**src/inc/adc_seq_map.vh**
```
`ifndef ADC_SEQ_MAP_VH
`define ADC_SEQ_MAP_VH

// ****************************************
// register addresses
// ****************************************
`define ADDR_DATA        1'h0
`define ADDR_STATUS      1'h1

// ****************************************
// configuration byte fields
// ****************************************
`define CFG_CHAN_LSB     0
`define CFG_CHAN_MSB     2
`define CFG_POWER_DOWN   3
`define CFG_INHIBIT      4
`define CFG_SIGNED       5
`define CFG_PAIR         6
`define CFG_SINGLE       7

// ****************************************
// status byte fields
// ****************************************
`define STAT_PTR_LSB     0
`define STAT_PTR_MSB     2
`define STAT_BUSY        3
`define STAT_POWER_DOWN  4

// ****************************************
// reset values and timing
// ****************************************
`define RST_BYTE         8'h00
`define RST_MASK         8'h00
`define CLK_PAIRS        9
`define CLKS_PER_PAIR    2
`define CLKS_PER_CHAN    (`CLK_PAIRS * `CLKS_PER_PAIR)

`endif

```
**src/rtl/adc_sequencer.v**
```verilog
`timescale 1ns/100ps
`include "adc_seq_map.vh"
// Notes on behaviour
// - each selected channel takes 18 rising input clock edges, start uncertainty included
// - one sample pulse freezes every track/hold at the same instant
// - in a pair entry, lowest select bit chooses which input is positive
// - polarity loaded by a write applies to the conversion that write starts
// - unipolar pair with positive below negative stores zero
// - idle write with inhibit and power-down clear samples, starts, and updates its addressed entry; during a scan it only updates the entry
// - busy_n low from start until every channel of the running scan is converted (only the addressed one after a single-channel start)
// - results land in RAM, valid once busy_n returns high
// - reads step through selected channels ascending, wrapping to lowest
// - pair at 001 is 1+/0-, pair at 110 is 6+/7-
// - write with inhibit set moves read pointer (unless a scan ends in that cycle) and config, no start
// - sampling on the write, busy_n falls at the same edge as the sample pulse
// - configuration entry is stored at the end of the write strobe
// - while powered down, writes accepted, data reads give zero, no starts unless the write clears power-down
module adc_sequencer #(
    parameter CHANS     = 8,
    parameter CNT_W     = 5
) (
    input  wire         clk,
    input  wire         nrst,
    input  wire         addr,
    input  wire [7:0]   wdata,
    input  wire         wr,
    input  wire         rd,
    output reg  [7:0]   rdata,
    input  wire         conv_clk,
    input  wire [7:0]   adc_code,
    input  wire         adc_below,
    output reg          busy_n,
    output reg          sample_hold,
    output reg  [2:0]   conv_pos,
    output reg  [2:0]   conv_neg,
    output reg          conv_pair,
    output reg          conv_signed,
    output reg          power_down
);

    // ****************************************
    // states and counts
    // ****************************************
    // a count of 0 marks the first rise, so the last rise of a channel is one short
    localparam ST_IDLE = 1'b0;
    localparam ST_CONV = 1'b1;
    localparam integer     LAST_INT = `CLKS_PER_CHAN - 1;
    localparam [CNT_W-1:0] LAST_CNT = LAST_INT[CNT_W-1:0];

    // ****************************************
    // storage
    // ****************************************
    reg  [7:0]          ram [0:CHANS-1];
    reg  [CHANS-1:0]    sel_mask;       // channels taking part in a full scan
    reg  [CHANS-1:0]    pair_en;        // even slot holds a pair
    reg  [CHANS-1:0]    pair_swap;      // odd input is positive
    reg  [CHANS-1:0]    signed_en;
    reg  [CHANS-1:0]    run_mask;       // mask frozen for the running scan
    reg  [2:0]          rd_ptr;
    reg  [2:0]          cur_chan;
    reg  [CNT_W-1:0]    clk_cnt;
    reg                 state;
    reg                 conv_clk_d;

    // ****************************************
    // bus decode
    // ****************************************
    // fields of the byte on the bus, meaningful only in a strobe cycle
    wire [2:0]          w_chan  = wdata[`CFG_CHAN_MSB:`CFG_CHAN_LSB];
    wire [2:0]          w_even  = {w_chan[2:1], 1'b0};
    wire                w_pd    = wdata[`CFG_POWER_DOWN];
    wire                w_inh   = wdata[`CFG_INHIBIT];
    wire                data_wr = wr && (addr == `ADDR_DATA);
    wire                data_rd = rd && (addr == `ADDR_DATA);
    // powered down, a data read neither returns RAM nor moves the pointer
    wire                ram_rd  = data_rd && !power_down;
    // new power-down value counts, so a write that powers up may also start
    wire                start   = data_wr && !w_inh && !w_pd && state == ST_IDLE;
    wire                clk_rise = conv_clk && !conv_clk_d;

    // ****************************************
    // helpers
    // ****************************************
    // next set bit above cur, wrapping; returns cur when nothing else is set
    function [2:0] next_sel;
        input [7:0] m;
        input [2:0] cur;
        integer k;
        reg     hit;
        reg [2:0] idx;
        begin
            next_sel = cur;
            hit = 1'b0;
            // eight steps visit every slot once and end back at cur
            for (k = 1; k <= 8; k = k + 1) begin
                idx = cur + k[2:0];
                if (!hit && m[idx]) begin
                    next_sel = idx;
                    hit = 1'b1;
                end
            end
        end
    endfunction

    // mask of the scan a starting write requests, with its own entry applied
    function [7:0] scan_mask;
        input [7:0] old;
        input [7:0] d;
        reg   [2:0] ch;
        reg   [2:0] ev;
        begin
            ch = d[`CFG_CHAN_MSB:`CFG_CHAN_LSB];
            ev = {ch[2:1], 1'b0};
            scan_mask = old;
            // a pair takes its even slot; the odd slot is not a channel of its own
            if (d[`CFG_PAIR]) begin
                scan_mask[ev] = 1'b1;
                scan_mask[ev + 3'h1] = 1'b0;
            end else begin
                scan_mask[ch] = 1'b1;
            end
            // a single-channel start narrows this scan only; the stored mask is kept
            if (d[`CFG_SINGLE])
                scan_mask = 8'h01 << (d[`CFG_PAIR] ? ev : ch);
        end
    endfunction

    // ****************************************
    // scan events
    // ****************************************
    // a commit closes one channel; the last commit also closes the scan
    wire                commit    = state == ST_CONV && clk_rise && clk_cnt == LAST_CNT;
    wire [2:0]          next_chan = next_sel(run_mask, cur_chan);
    wire                scan_end  = commit && next_chan <= cur_chan;

    // ****************************************
    // configuration entries
    // ****************************************
    // entry lands in the strobe cycle, before the scan's first channel is set up
    always @(posedge clk or negedge nrst) begin
        if (!nrst) begin
            sel_mask   <= `RST_MASK;
            pair_en    <= `RST_MASK;
            pair_swap  <= `RST_MASK;
            signed_en  <= `RST_MASK;
            power_down <= 1'b0;
        end else if (data_wr) begin
            // power-down follows every data write, so one write may also wake the block
            power_down <= w_pd;
            // a pair written at either address of the two lands in the even slot
            if (wdata[`CFG_PAIR]) begin
                sel_mask[w_even]           <= 1'b1;
                sel_mask[w_even + 3'h1]    <= 1'b0;
                pair_en[w_even]            <= 1'b1;
                pair_swap[w_even]          <= w_chan[0];
                signed_en[w_even]          <= wdata[`CFG_SIGNED];
            end else begin
                // a single-ended entry on either slot of a pair breaks up the pair there
                sel_mask[w_chan]           <= 1'b1;
                pair_en[w_even]            <= 1'b0;
                signed_en[w_chan]          <= wdata[`CFG_SIGNED];
            end
        end
    end

    // ****************************************
    // conversion sequencer
    // ****************************************
    // scan walks run_mask ascending; count restarts at each channel
    always @(posedge clk or negedge nrst) begin
        if (!nrst) begin
            state       <= ST_IDLE;
            busy_n      <= 1'b1;
            sample_hold <= 1'b0;
            run_mask    <= `RST_MASK;
            cur_chan    <= 3'h0;
            clk_cnt     <= {CNT_W{1'b0}};
            conv_clk_d  <= 1'b0;
        end else begin
            // edge detector on the conversion clock, which runs free
            conv_clk_d  <= conv_clk;
            sample_hold <= start;
            case (state)
                ST_IDLE: begin
                    // mask and first channel come from the starting write itself
                    if (start) begin
                        state    <= ST_CONV;
                        busy_n   <= 1'b0;
                        run_mask <= scan_mask(sel_mask, wdata);
                        cur_chan <= next_sel(scan_mask(sel_mask, wdata), 3'h7);
                        clk_cnt  <= {CNT_W{1'b0}};
                    end
                end
                ST_CONV: begin
                    // only rising conversion clock edges advance the count
                    if (clk_rise) begin
                        if (clk_cnt == LAST_CNT) begin
                            clk_cnt <= {CNT_W{1'b0}};
                            // busy_n rises at the same edge as the last result lands
                            if (next_sel(run_mask, cur_chan) <= cur_chan) begin
                                state  <= ST_IDLE;
                                busy_n <= 1'b1;
                            end else begin
                                cur_chan <= next_sel(run_mask, cur_chan);
                            end
                        end else begin
                            clk_cnt <= clk_cnt + {{(CNT_W-1){1'b0}}, 1'b1};
                        end
                    end
                end
                default: state <= ST_IDLE;
            endcase
        end
    end

    // ****************************************
    // mux drive to the analog core
    // ****************************************
    // follows cur_chan, which already holds this write's entry
    always @(posedge clk or negedge nrst) begin
        if (!nrst) begin
            conv_pos    <= 3'h0;
            conv_neg    <= 3'h0;
            conv_pair   <= 1'b0;
            conv_signed <= 1'b0;
        end else begin
            conv_pair   <= pair_en[cur_chan];
            conv_signed <= signed_en[cur_chan];
            if (pair_en[cur_chan] && pair_swap[cur_chan]) begin
                conv_pos <= cur_chan + 3'h1;
                conv_neg <= cur_chan;
            end else begin
                // single-ended slots carry the neighbour as an unused negative input
                conv_pos <= cur_chan;
                conv_neg <= cur_chan + 3'h1;
            end
        end
    end

    // ****************************************
    // result RAM
    // ****************************************
    // a negative unipolar difference has no code, so it is stored as zero
    genvar g;
    generate
        for (g = 0; g < CHANS; g = g + 1) begin : g_ram
            always @(posedge clk or negedge nrst) begin
                if (!nrst) begin
                    ram[g] <= `RST_BYTE;
                end else if (commit && cur_chan == g) begin
                    // the code is taken as it stands at the commit edge
                    if (conv_pair && !conv_signed && adc_below)
                        ram[g] <= 8'h00;
                    else
                        ram[g] <= adc_code;
                end
            end
        end
    endgenerate

    // ****************************************
    // read pointer
    // ****************************************
    // reads during a scan return old contents for channels not yet committed; a scan end wins over a strobe
    always @(posedge clk or negedge nrst) begin
        if (!nrst) begin
            rd_ptr <= 3'h0;
        end else if (scan_end) begin
            rd_ptr <= next_sel(run_mask, 3'h7);
        end else if (data_wr && w_inh) begin
            rd_ptr <= w_chan;
        end else if (ram_rd) begin
            rd_ptr <= next_sel(sel_mask, rd_ptr);
        end
    end

    // ****************************************
    // read data
    // ****************************************
    // rdata stands for the one cycle after the strobe and is zero otherwise
    always @(posedge clk or negedge nrst) begin
        if (!nrst) begin
            rdata <= `RST_BYTE;
        end else begin
            rdata <= `RST_BYTE;
            if (ram_rd) begin
                rdata <= ram[rd_ptr];
            end else if (rd && addr == `ADDR_STATUS) begin
                // the status byte is built fresh from live state on each read
                rdata[`STAT_PTR_MSB:`STAT_PTR_LSB] <= rd_ptr;
                rdata[`STAT_BUSY]                  <= !busy_n;
                rdata[`STAT_POWER_DOWN]            <= power_down;
            end
        end
    end

endmodule // adc_sequencer

```
**config.mk**
```make
export PLATFORM = sky130hd
export DESIGN_NAME = adc_sequencer
export DESIGN_NICKNAME = d
export VERILOG_FILES = /design/src/rtl/adc_sequencer.v
export VERILOG_INCLUDE_DIRS = /design/src /design/src/inc
export SDC_FILE = /design/constraint.sdc
export NUM_CORES = 1
export LEC_CHECK = 0
export BUFFER_PORTS_ARGS = -buffer_cell sky130_fd_sc_hd__buf_2
export CAP_MARGIN = 30
export CORE_MARGIN = 10
export CORE_UTILIZATION = 37
export CTS_CLUSTER_DIAMETER = 30
export DETAILED_ROUTE_END_ITERATION = 6
export MAX_ROUTING_LAYER = met4
export SLEW_MARGIN = 20
export SYNTH_ARGS = -nofsm -noshare
export SYNTH_HDL_FRONTEND = slang
export SYNTH_SLANG_ARGS = --single-unit
```
**constraint.sdc**
```tcl
create_clock -name clk -period 4.6 [get_ports clk]
set_input_delay 0.69 -clock clk [delete_from_list [all_inputs] [get_ports clk]]
set_output_delay 0.69 -clock clk [all_outputs]
set_load 0.05 [all_outputs]
```
==> results.sh <==
export IMPL_core_area_sq_um=19600
export IMPL_cts_hold_buf=0
export IMPL_cp_max_fo=11
export IMPL_cts_setup_buffers=0
export IMPL_synthTopCellsByArea="dfrtp_1, mux4_2, nand2_1"
export IMPL_final_common_cell="nand2_1"
export IMPL_num_io_pins=42
export IMPL_hold_path_class="in2async"
export IMPL_cap_violations=0
export IMPL_drtIter0Drc=490
export IMPL_hold_viol_final=0
export IMPL_leakagePower_nw=3.73
export IMPL_antenna_found_initial=1
export IMPL_yosysWarnings=0
export IMPL_vdd_ir_drop_max_v=0.000390
export IMPL_clk_latency_ps=420
export IMPL_synth_seq_cells=128
export IMPL_synthAdderAreaFrac_pct=2.52
export IMPL_pre_cts_slack_ps=285
export IMPL_clockBufferDepth=2
export IMPL_synth_cells=733
export IMPL_avgSynthCellArea_sq_um=10.1
export IMPL_final_util_pct=43.7
export IMPL_fin_skew_ps=10.0
export IMPL_die_area_sq_um=26200
export IMPL_worst_setup_path_start_kind="register"
export IMPL_fin_area_sq_um=8570
export IMPL_synth_area_sq_um=7440
export IMPL_path_class="reg2reg"
export IMPL_finalCriticalPeriod_ps=4220
export IMPL_cts_tree="done"
export IMPL_antenna_cells=0
export IMPL_drive_gt1_share_pct=21.4
export IMPL_critical_path_arrival_ps=4550
export IMPL_synth_xor_area_share_pct=0.824
export IMPL_synth_compound_area_share_pct=14.5
export IMPL_status="finished, final reports clean"
export IMPL_grt_pass1_wl_mm=32.8
export IMPL_synth_edf_count=0
export IMPL_fin_nets=807
export IMPL_crit_required_ps=4930
export IMPL_relSlewSlack_pct=47.3
export IMPL_end_kind="register"
export IMPL_p_per_area_nw_per_um2=688
export IMPL_tns_ps=0
export IMPL_syn_to_final_growth_pct=15.2
export IMPL_setup_viol=0
export IMPL_gp_congestion=0.858
export IMPL_dp_hpwl_mm=13.8
export IMPL_grt_pass1_vias=5911
export IMPL_final_cell_mix="nand2_1, dfrtp_1, o21ai_0"
export IMPL_cts_resized=0
export IMPL_yosys_area_top_type="dfrtp_1"
export IMPL_muxShareOfSynthArea_pct=20.3
export IMPL_synth_top_family_by_area="multiplexers"
export IMPL_crit_start="cur_chan[0]"
export IMPL_ys_seq_area_share_pct=43.1
export IMPL_rsz0062_at_grt="no"
export IMPL_cts_num_sinks=128
export IMPL_ys_async_sr_fraction_pct=100
export IMPL_layout_worst_path_cycle_share_pct=91.8
export IMPL_routedWlPerCell_microns=19.0
export IMPL_fmax_ghz=0.237
export IMPL_worst_slew_pin_slew_ps=790
export IMPL_num_vias=5830
export IMPL_die_height_microns=162
export IMPL_clkSlewWorstSetupHoldPaths_ps=60
export IMPL_slew_violations=0
export IMPL_cts_root_buffer_cell="clkbuf_16"
export IMPL_setup_ws_ps=377
export IMPL_vias_per_cell=5.57
export IMPL_numCtsBuffers=17
export IMPL_ant_nets=0
export IMPL_overflow=0
export IMPL_finalPower_mw=5.89
export IMPL_nFillCells=1891
export IMPL_synth_main_ff_cell="dfrtp_1"
export IMPL_ys_types=67
export IMPL_synth_simple_gate_area_share_pct=15.2
export IMPL_row_count=51
export IMPL_yosysTopAreaCellShare_pct=42.7
export IMPL_wirelength_mm=19.8
export IMPL_start_util_pct=38.0
export IMPL_r2r_start="cur_chan[0]"
export IMPL_grt_max_degree=64
export IMPL_dpl_cell_area_sq_um=7940
export IMPL_port_buffers=41
export IMPL_gr_usage_all_layers_pct=16.0
export IMPL_dieWidth_microns=162
export IMPL_drc_errors=0
export IMPL_h_tree_depth=4
export IMPL_synthesis_nets=771
export IMPL_first_pass_iters=5
## worst max-delay path: stages, from the launching register on
cell      delay [ps]
dfrtp_1          400
inv_2             50
ha_2             400
buf_4            230
mux2i_1           90
mux4_2           580
o211a_1          200
a22o_1           210
a31oi_1          200
nand3_1          110
ha_1             290
nor2b_1          130
o21a_1           110
o21ai_1           80
nor3_2           240
o32ai_2          160
or4_1            540
o211ai_1         100
## report_power, final
part	internal [mW]	switching [mW]
Sequential	1.38	0.277
Clock	0.899	0.524
Combinational	1.24	1.57
Total	3.52	2.37
## routing by layer
layer / routed length, microns / vias to the layer above / global-route usage, % / part of all wire, %
met3: 935 / 22 / 2.88 / 4.7
met5: 0 / - / - / 0
met1: 9120 / 2883 / 21.0 / 46
met2: 9470 / 179 / 24.8 / 48
met4: 320 / 0 / 5.05 / 1.6
li1: - / 2746 / - / -
## area by class of cell
type                            instances  area, sq um  area share (%)
Inverter                               21         78.8           0.920
Clock buffer                           20          467            5.45
Tap cell                              265          332            3.87
Timing Repair Buffer                   57          352            4.10
Clock inverter                         11          155            1.81
Multi-Input combinational cell        544         3980            46.5
Sequential cell                       128         3200            37.4
## cell usage after synthesis (4+ instances only)
| cell | instances |
|---|---|
| nor3_1 | 14 |
| inv_1 | 18 |
| nand2_1 | 153 |
| dfrtp_1 | 127 |
| nor2b_1 | 7 |
| a21oi_1 | 27 |
| a22oi_1 | 4 |
| nand3b_1 | 7 |
| o31ai_1 | 4 |
| nand3_1 | 17 |
| ha_1 | 15 |
| clkbuf_1 | 24 |
| buf_2 | 10 |
| o211ai_1 | 4 |
| a22o_1 | 5 |
| mux4_2 | 45 |
| nand2b_1 | 9 |
| nor2_1 | 22 |
| nor4_1 | 4 |
| a31oi_1 | 4 |
| mux2i_1 | 24 |
| xnor2_1 | 5 |
| mux2_2 | 18 |
| o21ai_0 | 98 |
| o21a_1 | 4 |
## kinds of logic after synthesis
group | Yosys count
multiplexers | 90
adder cells (fa/ha/maj) | 15
XOR/XNOR | 7
AO/OA/AOI/OAI | 180
buffers and inverters | 61
AND/OR/NAND/NOR | 252
flip-flops | 128
## final timing paths
kind,to,slack [ps],depth (start not counted)
hold / removal,sel_mask[6],200,1
hold reg to reg,ram[5],470,2
setup / recovery,cur_chan[2],380,17
max in group asynchronous,run_mask[1],3680,2
setup reg to reg,cur_chan[2],380,17
min in group clk,conv_clk_d,430,1
## state kept, by name, indices dropped and copies added (netlist names), named ones only
name         flops
state            1
power_down       1
conv_clk_d       1
conv_pair        1
conv_neg         3
cur_chan         3
conv_pos         3
sample_hold      1
conv_signed      1
sel_mask         8
signed_en        8
rdata            8
ram             64
rd_ptr           3
busy_n           1
pair_swap        4
clk_cnt          5
run_mask         8
## through the flow
stage | instances | hold WS (ps)
after floorplan | 733 | 394
after global placement | 1014 | 456
after detailed placement | 1015 | 466
after CTS | 1046 | 211
after global routing | 1046 | 215
final | 1046 | 202
Power figures use the tool's default switching activity.
